[config.mk]
export PLATFORM = sky130hd
export DESIGN_NAME = cog_output_steering
export DESIGN_NICKNAME = d
export VERILOG_FILES = /design/src/hdl/steer_pkg.sv /design/src/hdl/steer_cfg_if.sv /design/src/hdl/steer_mux.sv /design/src/hdl/cog_output_steering.sv
export SDC_FILE = /design/constraint.sdc
export NUM_CORES = 1
export LEC_CHECK = 0
export BUFFER_PORTS_ARGS = -buffer_cell sky130_fd_sc_hd__buf_2
export CELL_PAD_IN_SITES_DETAIL_PLACEMENT = 0
export CELL_PAD_IN_SITES_GLOBAL_PLACEMENT = 1
export CORE_MARGIN = 10
export CORE_UTILIZATION = 25
export CTS_CLUSTER_DIAMETER = 200
export DETAILED_ROUTE_END_ITERATION = 12
export PLACE_DENSITY = 0.64
export SYNTH_ARGS = -nofsm -noshare
export SYNTH_HDL_FRONTEND = slang
export SYNTH_SLANG_ARGS = --single-unit
[constraint.sdc]
create_clock -name core_clk -period 2.4 [get_ports core_clk]
set_input_delay 0.48 -clock core_clk [delete_from_list [all_inputs] [get_ports core_clk]]
set_output_delay 0.48 -clock core_clk [all_outputs]
set_load 0.02 [all_outputs]
[src/hdl/steer_pkg.sv]
package steer_pkg;
  localparam int unsigned REG_W = 8;
  // byte address of the steering register on the bus
  localparam logic [7:0] STEER_CTRL_ADDR = 8'h00;
  localparam logic [7:0] POL_CTRL_ADDR = 8'h04;
  localparam logic [7:0] STATUS_ADDR = 8'h08;
  localparam logic [7:0] ADDR_MASK = 8'hFC;
  // field positions in output_steering_control
  localparam int unsigned STEER_A_BIT = 0;
  localparam int unsigned STEER_B_BIT = 1;
  localparam int unsigned STEER_C_BIT = 2;
  localparam int unsigned STEER_D_BIT = 3;
  localparam int unsigned SDAT_A_BIT = 4;
  localparam int unsigned SDAT_B_BIT = 5;
  localparam int unsigned SDAT_C_BIT = 6;
  localparam int unsigned SDAT_D_BIT = 7;
  localparam logic [7:0] STEER_RESET = 8'h00;
  localparam logic [3:0] POL_RESET = 4'h0;
  localparam logic [1:0] RESP_OKAY = 2'h0;
  localparam logic [1:0] RESP_SLVERR = 2'h2;
endpackage

[src/hdl/steer_cfg_if.sv]
`timescale 1ns/1ns
`default_nettype none
interface steer_cfg_if;
  logic [3:0] steer_en;
  logic [3:0] static_lvl;
  logic [3:0] polarity;
  logic [3:0] drive;
  modport ctrl (output steer_en, output static_lvl, output polarity, input drive);
  modport mux (input steer_en, input static_lvl, input polarity, output drive);
endinterface
`default_nettype wire

[src/hdl/steer_mux.sv]
`timescale 1ns/1ns
`default_nettype none
module steer_mux
  import steer_pkg::*;
(
  input wire logic core_clk,
  input wire logic sys_rst,
  input wire logic clk_en,
  input wire logic [3:0] wave_in,
  steer_cfg_if.mux cfg
);
  typedef struct packed {
    logic [3:0] drive;
  } mux_state_s;
  mux_state_s st_q, st_d;
  logic [3:0] sel;

  // per output: waveform xor polarity when steered, else static level
  always_comb begin
    for (int i = 0; i < 4; i++) begin
      sel[i] = cfg.steer_en[i] ? (wave_in[i] ^ cfg.polarity[i]) : cfg.static_lvl[i];
    end
    st_d.drive = sel;
  end

  // registered so a source change lands cleanly on one edge
  always_ff @(posedge core_clk) begin
    if (sys_rst) begin
      st_q <= '0;
    end else if (clk_en) begin
      st_q <= st_d;
    end
  end

  assign cfg.drive = st_q.drive;
endmodule
`default_nettype wire

[src/hdl/cog_output_steering.sv]
`timescale 1ns/1ns
`default_nettype none
module cog_output_steering
  import steer_pkg::*;
(
  input wire logic core_clk,
  input wire logic sys_rst,
  input wire logic clk_en,
  input wire logic [3:0] wave_in,
  input wire logic [7:0] s_axi_awaddr,
  input wire logic s_axi_awvalid,
  output logic s_axi_awready,
  input wire logic [31:0] s_axi_wdata,
  input wire logic [3:0] s_axi_wstrb,
  input wire logic s_axi_wvalid,
  output logic s_axi_wready,
  output logic [1:0] s_axi_bresp,
  output logic s_axi_bvalid,
  input wire logic s_axi_bready,
  input wire logic [7:0] s_axi_araddr,
  input wire logic s_axi_arvalid,
  output logic s_axi_arready,
  output logic [31:0] s_axi_rdata,
  output logic [1:0] s_axi_rresp,
  output logic s_axi_rvalid,
  input wire logic s_axi_rready,
  output logic drive_out_a,
  output logic drive_out_b,
  output logic drive_out_c,
  output logic drive_out_d
);
  typedef struct packed {
    logic [7:0] steer_ctrl;
    logic [3:0] pol;
    logic aw_got;
    logic [7:0] aw_addr;
    logic w_got;
    logic [7:0] w_data;
    logic w_lane0;
    logic bvalid;
    logic [1:0] bresp;
    logic rvalid;
    logic [31:0] rdata;
    logic [1:0] rresp;
  } regs_s;
  regs_s st_q, st_d;
  steer_cfg_if cfg ();

  function automatic logic [7:0] word_addr(input logic [7:0] a);
    return a & ADDR_MASK;
  endfunction

  logic do_write;
  logic [7:0] wa;

  assign s_axi_awready = !st_q.aw_got && !st_q.bvalid;
  assign s_axi_wready = !st_q.w_got && !st_q.bvalid;
  assign s_axi_arready = !st_q.rvalid;

  always_comb begin
    st_d = st_q;
    if (s_axi_awvalid && s_axi_awready) begin
      st_d.aw_got = 1'b1;
      st_d.aw_addr = s_axi_awaddr;
    end
    if (s_axi_wvalid && s_axi_wready) begin
      st_d.w_got = 1'b1;
      st_d.w_data = s_axi_wdata[7:0];
      st_d.w_lane0 = s_axi_wstrb[0];
    end
    do_write = st_q.aw_got && st_q.w_got;
    wa = word_addr(st_q.aw_addr);
    if (do_write) begin
      st_d.aw_got = 1'b0;
      st_d.w_got = 1'b0;
      st_d.bvalid = 1'b1;
      st_d.bresp = RESP_OKAY;
      if (wa == STEER_CTRL_ADDR) begin
        // all eight bits in one byte lane
        if (st_q.w_lane0) begin
          st_d.steer_ctrl = st_q.w_data;
        end
      end else if (wa == POL_CTRL_ADDR) begin
        if (st_q.w_lane0) begin
          st_d.pol = st_q.w_data[3:0];
        end
      end else if (wa != STATUS_ADDR) begin
        st_d.bresp = RESP_SLVERR;
      end
    end
    if (st_q.bvalid && s_axi_bready) begin
      st_d.bvalid = 1'b0;
    end
    if (st_q.rvalid && s_axi_rready) begin
      st_d.rvalid = 1'b0;
    end
    if (s_axi_arvalid && s_axi_arready) begin
      st_d.rvalid = 1'b1;
      st_d.rresp = RESP_OKAY;
      st_d.rdata = 32'h0000_0000;
      unique case (word_addr(s_axi_araddr))
        STEER_CTRL_ADDR: st_d.rdata[7:0] = st_q.steer_ctrl;
        POL_CTRL_ADDR: st_d.rdata[3:0] = st_q.pol;
        STATUS_ADDR: st_d.rdata[3:0] = cfg.drive;
        default: st_d.rresp = RESP_SLVERR;
      endcase
    end
  end

  always_ff @(posedge core_clk) begin
    if (sys_rst) begin
      st_q <= '0;
      st_q.steer_ctrl <= STEER_RESET;
      st_q.pol <= POL_RESET;
    end else if (clk_en) begin
      st_q <= st_d;
    end
  end

  // steer bit 0 chooses A's source; B..D at bits 1..3
  assign cfg.steer_en = {st_q.steer_ctrl[STEER_D_BIT], st_q.steer_ctrl[STEER_C_BIT],
                         st_q.steer_ctrl[STEER_B_BIT], st_q.steer_ctrl[STEER_A_BIT]};
  // static levels feed the mux when steering is off
  assign cfg.static_lvl = {st_q.steer_ctrl[SDAT_D_BIT], st_q.steer_ctrl[SDAT_C_BIT],
                           st_q.steer_ctrl[SDAT_B_BIT], st_q.steer_ctrl[SDAT_A_BIT]};
  assign cfg.polarity = st_q.pol;

  steer_mux u_mux (
    .core_clk(core_clk),
    .sys_rst(sys_rst),
    .clk_en(clk_en),
    .wave_in(wave_in),
    .cfg(cfg.mux)
  );

  assign drive_out_a = cfg.drive[0];
  assign drive_out_b = cfg.drive[1];
  assign drive_out_c = cfg.drive[2];
  assign drive_out_d = cfg.drive[3];

  assign s_axi_bvalid = st_q.bvalid;
  assign s_axi_bresp = st_q.bresp;
  assign s_axi_rvalid = st_q.rvalid;
  assign s_axi_rdata = st_q.rdata;
  assign s_axi_rresp = st_q.rresp;
endmodule
`default_nettype wire

==> impl_metrics.yaml, run 1 <==
sta:
  min_period_over_period: 0.609
  finalMaxSlewViolations: 0
  relSlewSlack: 0.597
  setup_viol: 0
  min_period_ns: 1.46
  grt_setup_unrepaired: "false"
  clock_skew_ns: 0.00971
  fin_tns_setup_ns: 0
  hold_viol: 0
  tightest_slew_ns: 0.599
  fmaxAchievable_mhz: 684
synthesis:
  ys_types: 36
  ys_ff_latch: 45
  yosysSeqAreaShare: 0.404
  yosysTopAreaCellShare: 0.404
  synth_cells: 255
  yosys-top-cells-area: "dfxtp_1 40%, buf_4 12%, a21oi_1 6.3%, mux2i_1 6.3%, nand4_1 4.5%"
  yosys_most_used_dff: "dfxtp_1"
  syn_area_mm2: 0.00223
  avgSynthCellArea_um2: 8.75
  synth_area_leader_cell: "dfxtp_1"
  yosys_warnings: 0
  async_flop_share: 0
  yosysMostFrequentCell: "dfxtp_1"
  synth_edf_count: 0
  synthTopCellsByCount: "45 x dfxtp_1, 36 x buf_4, 28 x a21oi_1, 25 x nand2_1, 16 x nand4_1"
critical_path:
  critPathLaunchType: "flop"
  endpoint: "cfg.polarity[1]"
  path_class: "reg2reg"
  critPathRequiredTime_ns: 2.58
  path_delay_family: "compound AO/OA/AOI/OAI gates"
  worstReg2RegEnd: "cfg.polarity[1]"
  crit_fanout: 14
  cpMaxStageDelayCell: "nand3_1"
  startpoint: "st_q[47]"
  path_depth: 3
  rr_worst_depth: 3
  path_buf_inv: 0
  reg2reg_slack_ns: 0.94
  r2r_start: "st_q[47]"
  end_kind: "flop"
  cp_cell_sequence: "nand3_1 > o31ai_1 > a21oi_1"
  worstPathArrival_ns: 1.64
  cpPeakStageDelay_ns: 0.45
clocking:
  htree_levels: 2
  clk_pin_slew_ns: 0.09
  clk_path_buf_depth: 2
  cts_post_setup_buffers_inserted: 0
  clock_sinks: 45
  cts_root_buf: "clkbuf_8"
  cts_tree: "yes"
  clk_latency_ns: 0.30
  hold_buffers: 0
  cts_buffers: 5
  ctsResizeCount: 0
cells_and_area:
  multiInputGateArea_mm2: 0.00107
  final_area_mm2: 0.00251
  area_delta_synth_final_pct: 12.3
  regArea_um2: 901
  diodes: 0
  nNetsFinal: 353
  final_layout_size_suffix_gt1_frac: 0.231
  final_cells: 398
  fillers: 960
global_route:
  overflow: 0
  grt_pass1_wl_um: 9290
  grt_max_degree: 33
  grt_util_all_layers: 0.0878
  grt_pass1_vias: 1823
  grt_antenna_before_repair: 0
detailed_routing:
  vias: 1752
  drt-total-wl_um: 5770
  ant_nets: 0
  first_pass_iters: 4
  wl_per_cell_um: 14.5
  drc: 0
  drtIter0Drc: 169
  vias_per_cell: 4.40
floorplanning:
  core_mm2: 0.00872
  pin_count: 109
  rows: 34
  die_h_um: 114
  initial_core_util: 0.256
  die_w_um: 114
  dieArea_mm2: 0.0131
placed_design:
  io_buffer_count: 51
  gp_congestion: 0.745
  placed_cell_area_mm2: 0.00240
  hpwl_um: 4520
  place_inst: 390
pwr:
  power_density_mw_per_mm2: 618
  leakagePower_nw: 0.992
  p_total_mw: 1.55
  max-vdd-ir-drop_uv: 348
outcome:
  outcome: "finished, final reports clean"
flow_run:
  maxCapViolations: 0
worst_hold_path:
  hold_path_class: "in2reg"
-- worst register-to-register path, stage by stage, from the launching register on --
cell	delay, ns
dfxtp_1	0.43
nand3_1	0.45
o31ai_1	0.38
a21oi_1	0.09
-- placed cells by master, fill, tap and decap left out, drive strengths merged, types with 6 or more instances in the layout --
cell and n:
conb 26, mux2i 14, dfxtp 45, o31ai 12, nor2 15, clkbuf 6
buf 55, nand4 16, nand3b 6, a21oi 28, nand2 25
-- area by class of cell --
cell class / instances / share of cell area
timing repair buffer: 55 / 0.114
sequential: 45 / 0.359
tap: 108 / 0.0539
multi-input combinational: 181 / 0.427
clock inverter: 2 / 0.0155
inverter: 1 / 0.00150
clock buffer: 6 / 0.0289
-- routing by layer --
layer,track usage,share of wire,vias up
met3,0.0341,0.066,4
li1,-,-,918
met5,0,0,-
met4,0.0251,0.0076,0
met1,0.110,0.48,782
met2,0.136,0.45,48
-- kinds of logic (layout without fill, tap and decap cells) --
family | count (synthesis) | in the layout | share of synthesized area
other | 1 | 26 | 0.00168
xor gates and xnor gates | 4 | 4 | 0.0157
muxes | 14 | 14 | 0.0628
DFF | 45 | 45 | 0.404
buffers and inverters | 54 | 64 | 0.159
AOI/OAI and AO/OA | 55 | 55 | 0.152
and+or+nand+nor | 82 | 82 | 0.205
-- per-stage QoR --
step / hold WS (ns) / worst slack [ns] / utilization
global placement: 0.441 / 0.601 / 0.275
global route: 0.378 / 0.750 / 0.288
finish: 0.385 / 0.937 / 0.288
CTS: 0.376 / 0.924 / 0.288
detailed placement: 0.444 / 0.596 / 0.275
floorplan: 0.432 / 0.981 / -
-- report_power, final --
part	internal, mW	switching (mW)	total, mW
clock	0.313	0.261	0.574
sequential	0.764	0.0158	0.780
combinational	0.0636	0.133	0.197
-- state kept, by name (all words and copies together) (netlist names) --
signal,cells
st_q,17
s_axi_rdata,8
cfg.polarity,4
cfg.static_lvl,4
cfg.steer_en,4
u_mux.cfg.drive,4
s_axi_bresp,1
s_axi_bvalid,1
s_axi_rresp,1
s_axi_rvalid,1
-- worst min-delay path by stage --
stage                         startpoint              to  cells after the start
final                       s_axi_bready    s_axi_bvalid                      2
after global routing        s_axi_bready    s_axi_bvalid                      2
after CTS                   s_axi_bready    s_axi_bvalid                      2
after detailed placement  s_axi_rdata[4]  s_axi_rdata[4]                      2
after global placement    s_axi_rdata[5]  s_axi_rdata[5]                      2
after floorplan           s_axi_rdata[4]  s_axi_rdata[4]                      2
No activity file was read; power rests on OpenSTA's default activity.
==> inputs of run 2 (changes only) <==
- clock period: 2.4 -> 1.5 ns (I/O delays scaled with it)
==> run 2 against run 1 <==
Effect of this change: clock skew down 0.0018 ns; maximum frequency barely moved; die area stayed put; critical path type unchanged; power grew 52%; worst hold slack worse by 0.19 ns; setup slack got worse by 0.90 ns; final cell count grew 2.3%; critical path depth is the same; sequential power up 60%; combinational power grew 75%.
==> impl_metrics.yaml, run 2 (same netlist as run 1, synthesis figures left out) <==
critical_path:
  critPathRequiredTime_ns: 1.69
  path_buf_inv: 0
  critPathLaunchType: "flop"
  path_class: "reg2reg"
  r2r_start: "st_q[55]"
  endpoint: "cfg.polarity[0]"
  cp_cell_sequence: "or4_4 > o31ai_1 > a21oi_1"
  path_delay_family: "simple AND/OR/NAND/NOR gates"
  crit_fanout: 7
  end_kind: "flop"
  worstReg2RegEnd: "cfg.polarity[0]"
  startpoint: "st_q[55]"
  cpMaxStageDelayCell: "or4_4"
  cpPeakStageDelay_ns: 0.61
  reg2reg_slack_ns: 0.04
  worstPathArrival_ns: 1.65
  path_depth: 3
  rr_worst_depth: 3
clocking:
  clock_sinks: 45
  cts_post_setup_buffers_inserted: 0
  clk_latency_ns: 0.30
  cts_buffers: 5
  hold_buffers: 0
  cts_root_buf: "clkbuf_8"
  cts_tree: "yes"
  clk_path_buf_depth: 2
  clk_pin_slew_ns: 0.09
  htree_levels: 2
sta:
  min_period_over_period: 0.975
  hold_viol: 0
  setup_viol: 0
  fin_ws_ns: 0.0371
  grt_setup_unrepaired: "true"
  timing.hold.ws_ns: 0.198
  clock_skew_ns: 0.00788
  min_period_ns: 1.46
  fmaxAchievable_mhz: 684
  finalMaxSlewViolations: 0
floorplanning:
  rows: 34
  die_w_um: 114
  pin_count: 109
  dieArea_mm2: 0.0131
  core_mm2: 0.00872
  initial_core_util: 0.256
  die_h_um: 114
detailed_routing:
  drc: 0
  drt-total-wl_um: 6210
  ant_nets: 0
  first_pass_iters: 4
  vias: 1868
  drtIter0Drc: 177
  vias_per_cell: 4.59
  wl_per_cell_um: 15.2
placed_design:
  place_inst: 398
  pre_cts_ws_ns: 0.0415
  io_buffer_count: 51
  hpwl_um: 4620
  gp_congestion: 0.776
global_route:
  grt_antenna_before_repair: 0
  overflow: 0
  grt_pass1_wl_um: 10100
  grt_max_degree: 32
  grt_pass1_vias: 1952
  grt_util_all_layers: 0.0933
cells_and_area:
  diodes: 0
  final_layout_size_suffix_gt1_frac: 0.258
  largest_reg_flops: 17
  nNetsFinal: 362
  mostFrequentLayoutCells: "51 x buf_2, 45 x dfxtp_1, 28 x a21oi_1, 26 x conb_1, 25 x nand2_1"
  top_register: "st_q"
  final_cells: 407
  area_delta_synth_final_pct: 15.9
  final_common_cell: "buf_2"
outcome:
  outcome: "finished, final reports clean"
flow_run:
  maxCapViolations: 0
worst_hold_path:
  hold_path_class: "in2reg"
  hold_start: "s_axi_bready"
pwr:
  power_density_mw_per_mm2: 908
  leakagePower_nw: 1.03
  max-vdd-ir-drop_uv: 317
  p_total_mw: 2.35
-- run 2: worst min-delay path by stage --
stage | endpoint | slack, ns | cells after the start
finish | s_axi_bvalid | 0.20 | 2
global route | s_axi_bvalid | 0.21 | 2
CTS | s_axi_bvalid | 0.19 | 2
detailed placement | s_axi_rdata[4] | 0.45 | 2
global placement | s_axi_rdata[7] | 0.44 | 2
floorplan | s_axi_bvalid | 0.42 | 1
-- run 2: through the flow --
step / TNS, ns / cell area, um2 / utilization
final: 0 / 2590 / 0.297
after global routing: -0.103 / 2590 / 0.297
after CTS: 0 / 2560 / 0.294
after detailed placement: 0 / 2480 / 0.285
after global placement: 0 / 2480 / 0.285
after floorplan: 0 / 2330 / -
-- run 2: per-layer routing --
metal  global-route usage  wire length (um)  vias up
met5                    0                 0        -
met2                0.143              2820       57
met4               0.0276                61        0
met3               0.0309               390        7
li1                     -                 -      936
met1                0.121              2930      868
-- run 2: report_power, final --
part	internal [mW]	switching [mW]	total (mW)	leakage [nW]
logic	0.121	0.224	0.345	0.625
registers	1.22	0.0269	1.25	0.365
clock network	0.331	0.425	0.755	0.0385
-- run 2: what timing repair did --
| item | in CTS | in global routing |
|---|---|---|
| gates resized for setup | 0 | 3 |
| setup endpoints to repair | 0 | 9 |
| endpoints found under the hold margin | 0 | 0 |
-- run 2: cell type report --
class,instances,area [um2]
Clock buffer,7,76.3
Clock inverter,1,7.51
Sequential cell,45,901
Inverter,1,3.75
Tap cell,108,135
Timing Repair Buffer,63,370
Fill cell,967,6130
Multi-Input combinational cell,182,1090
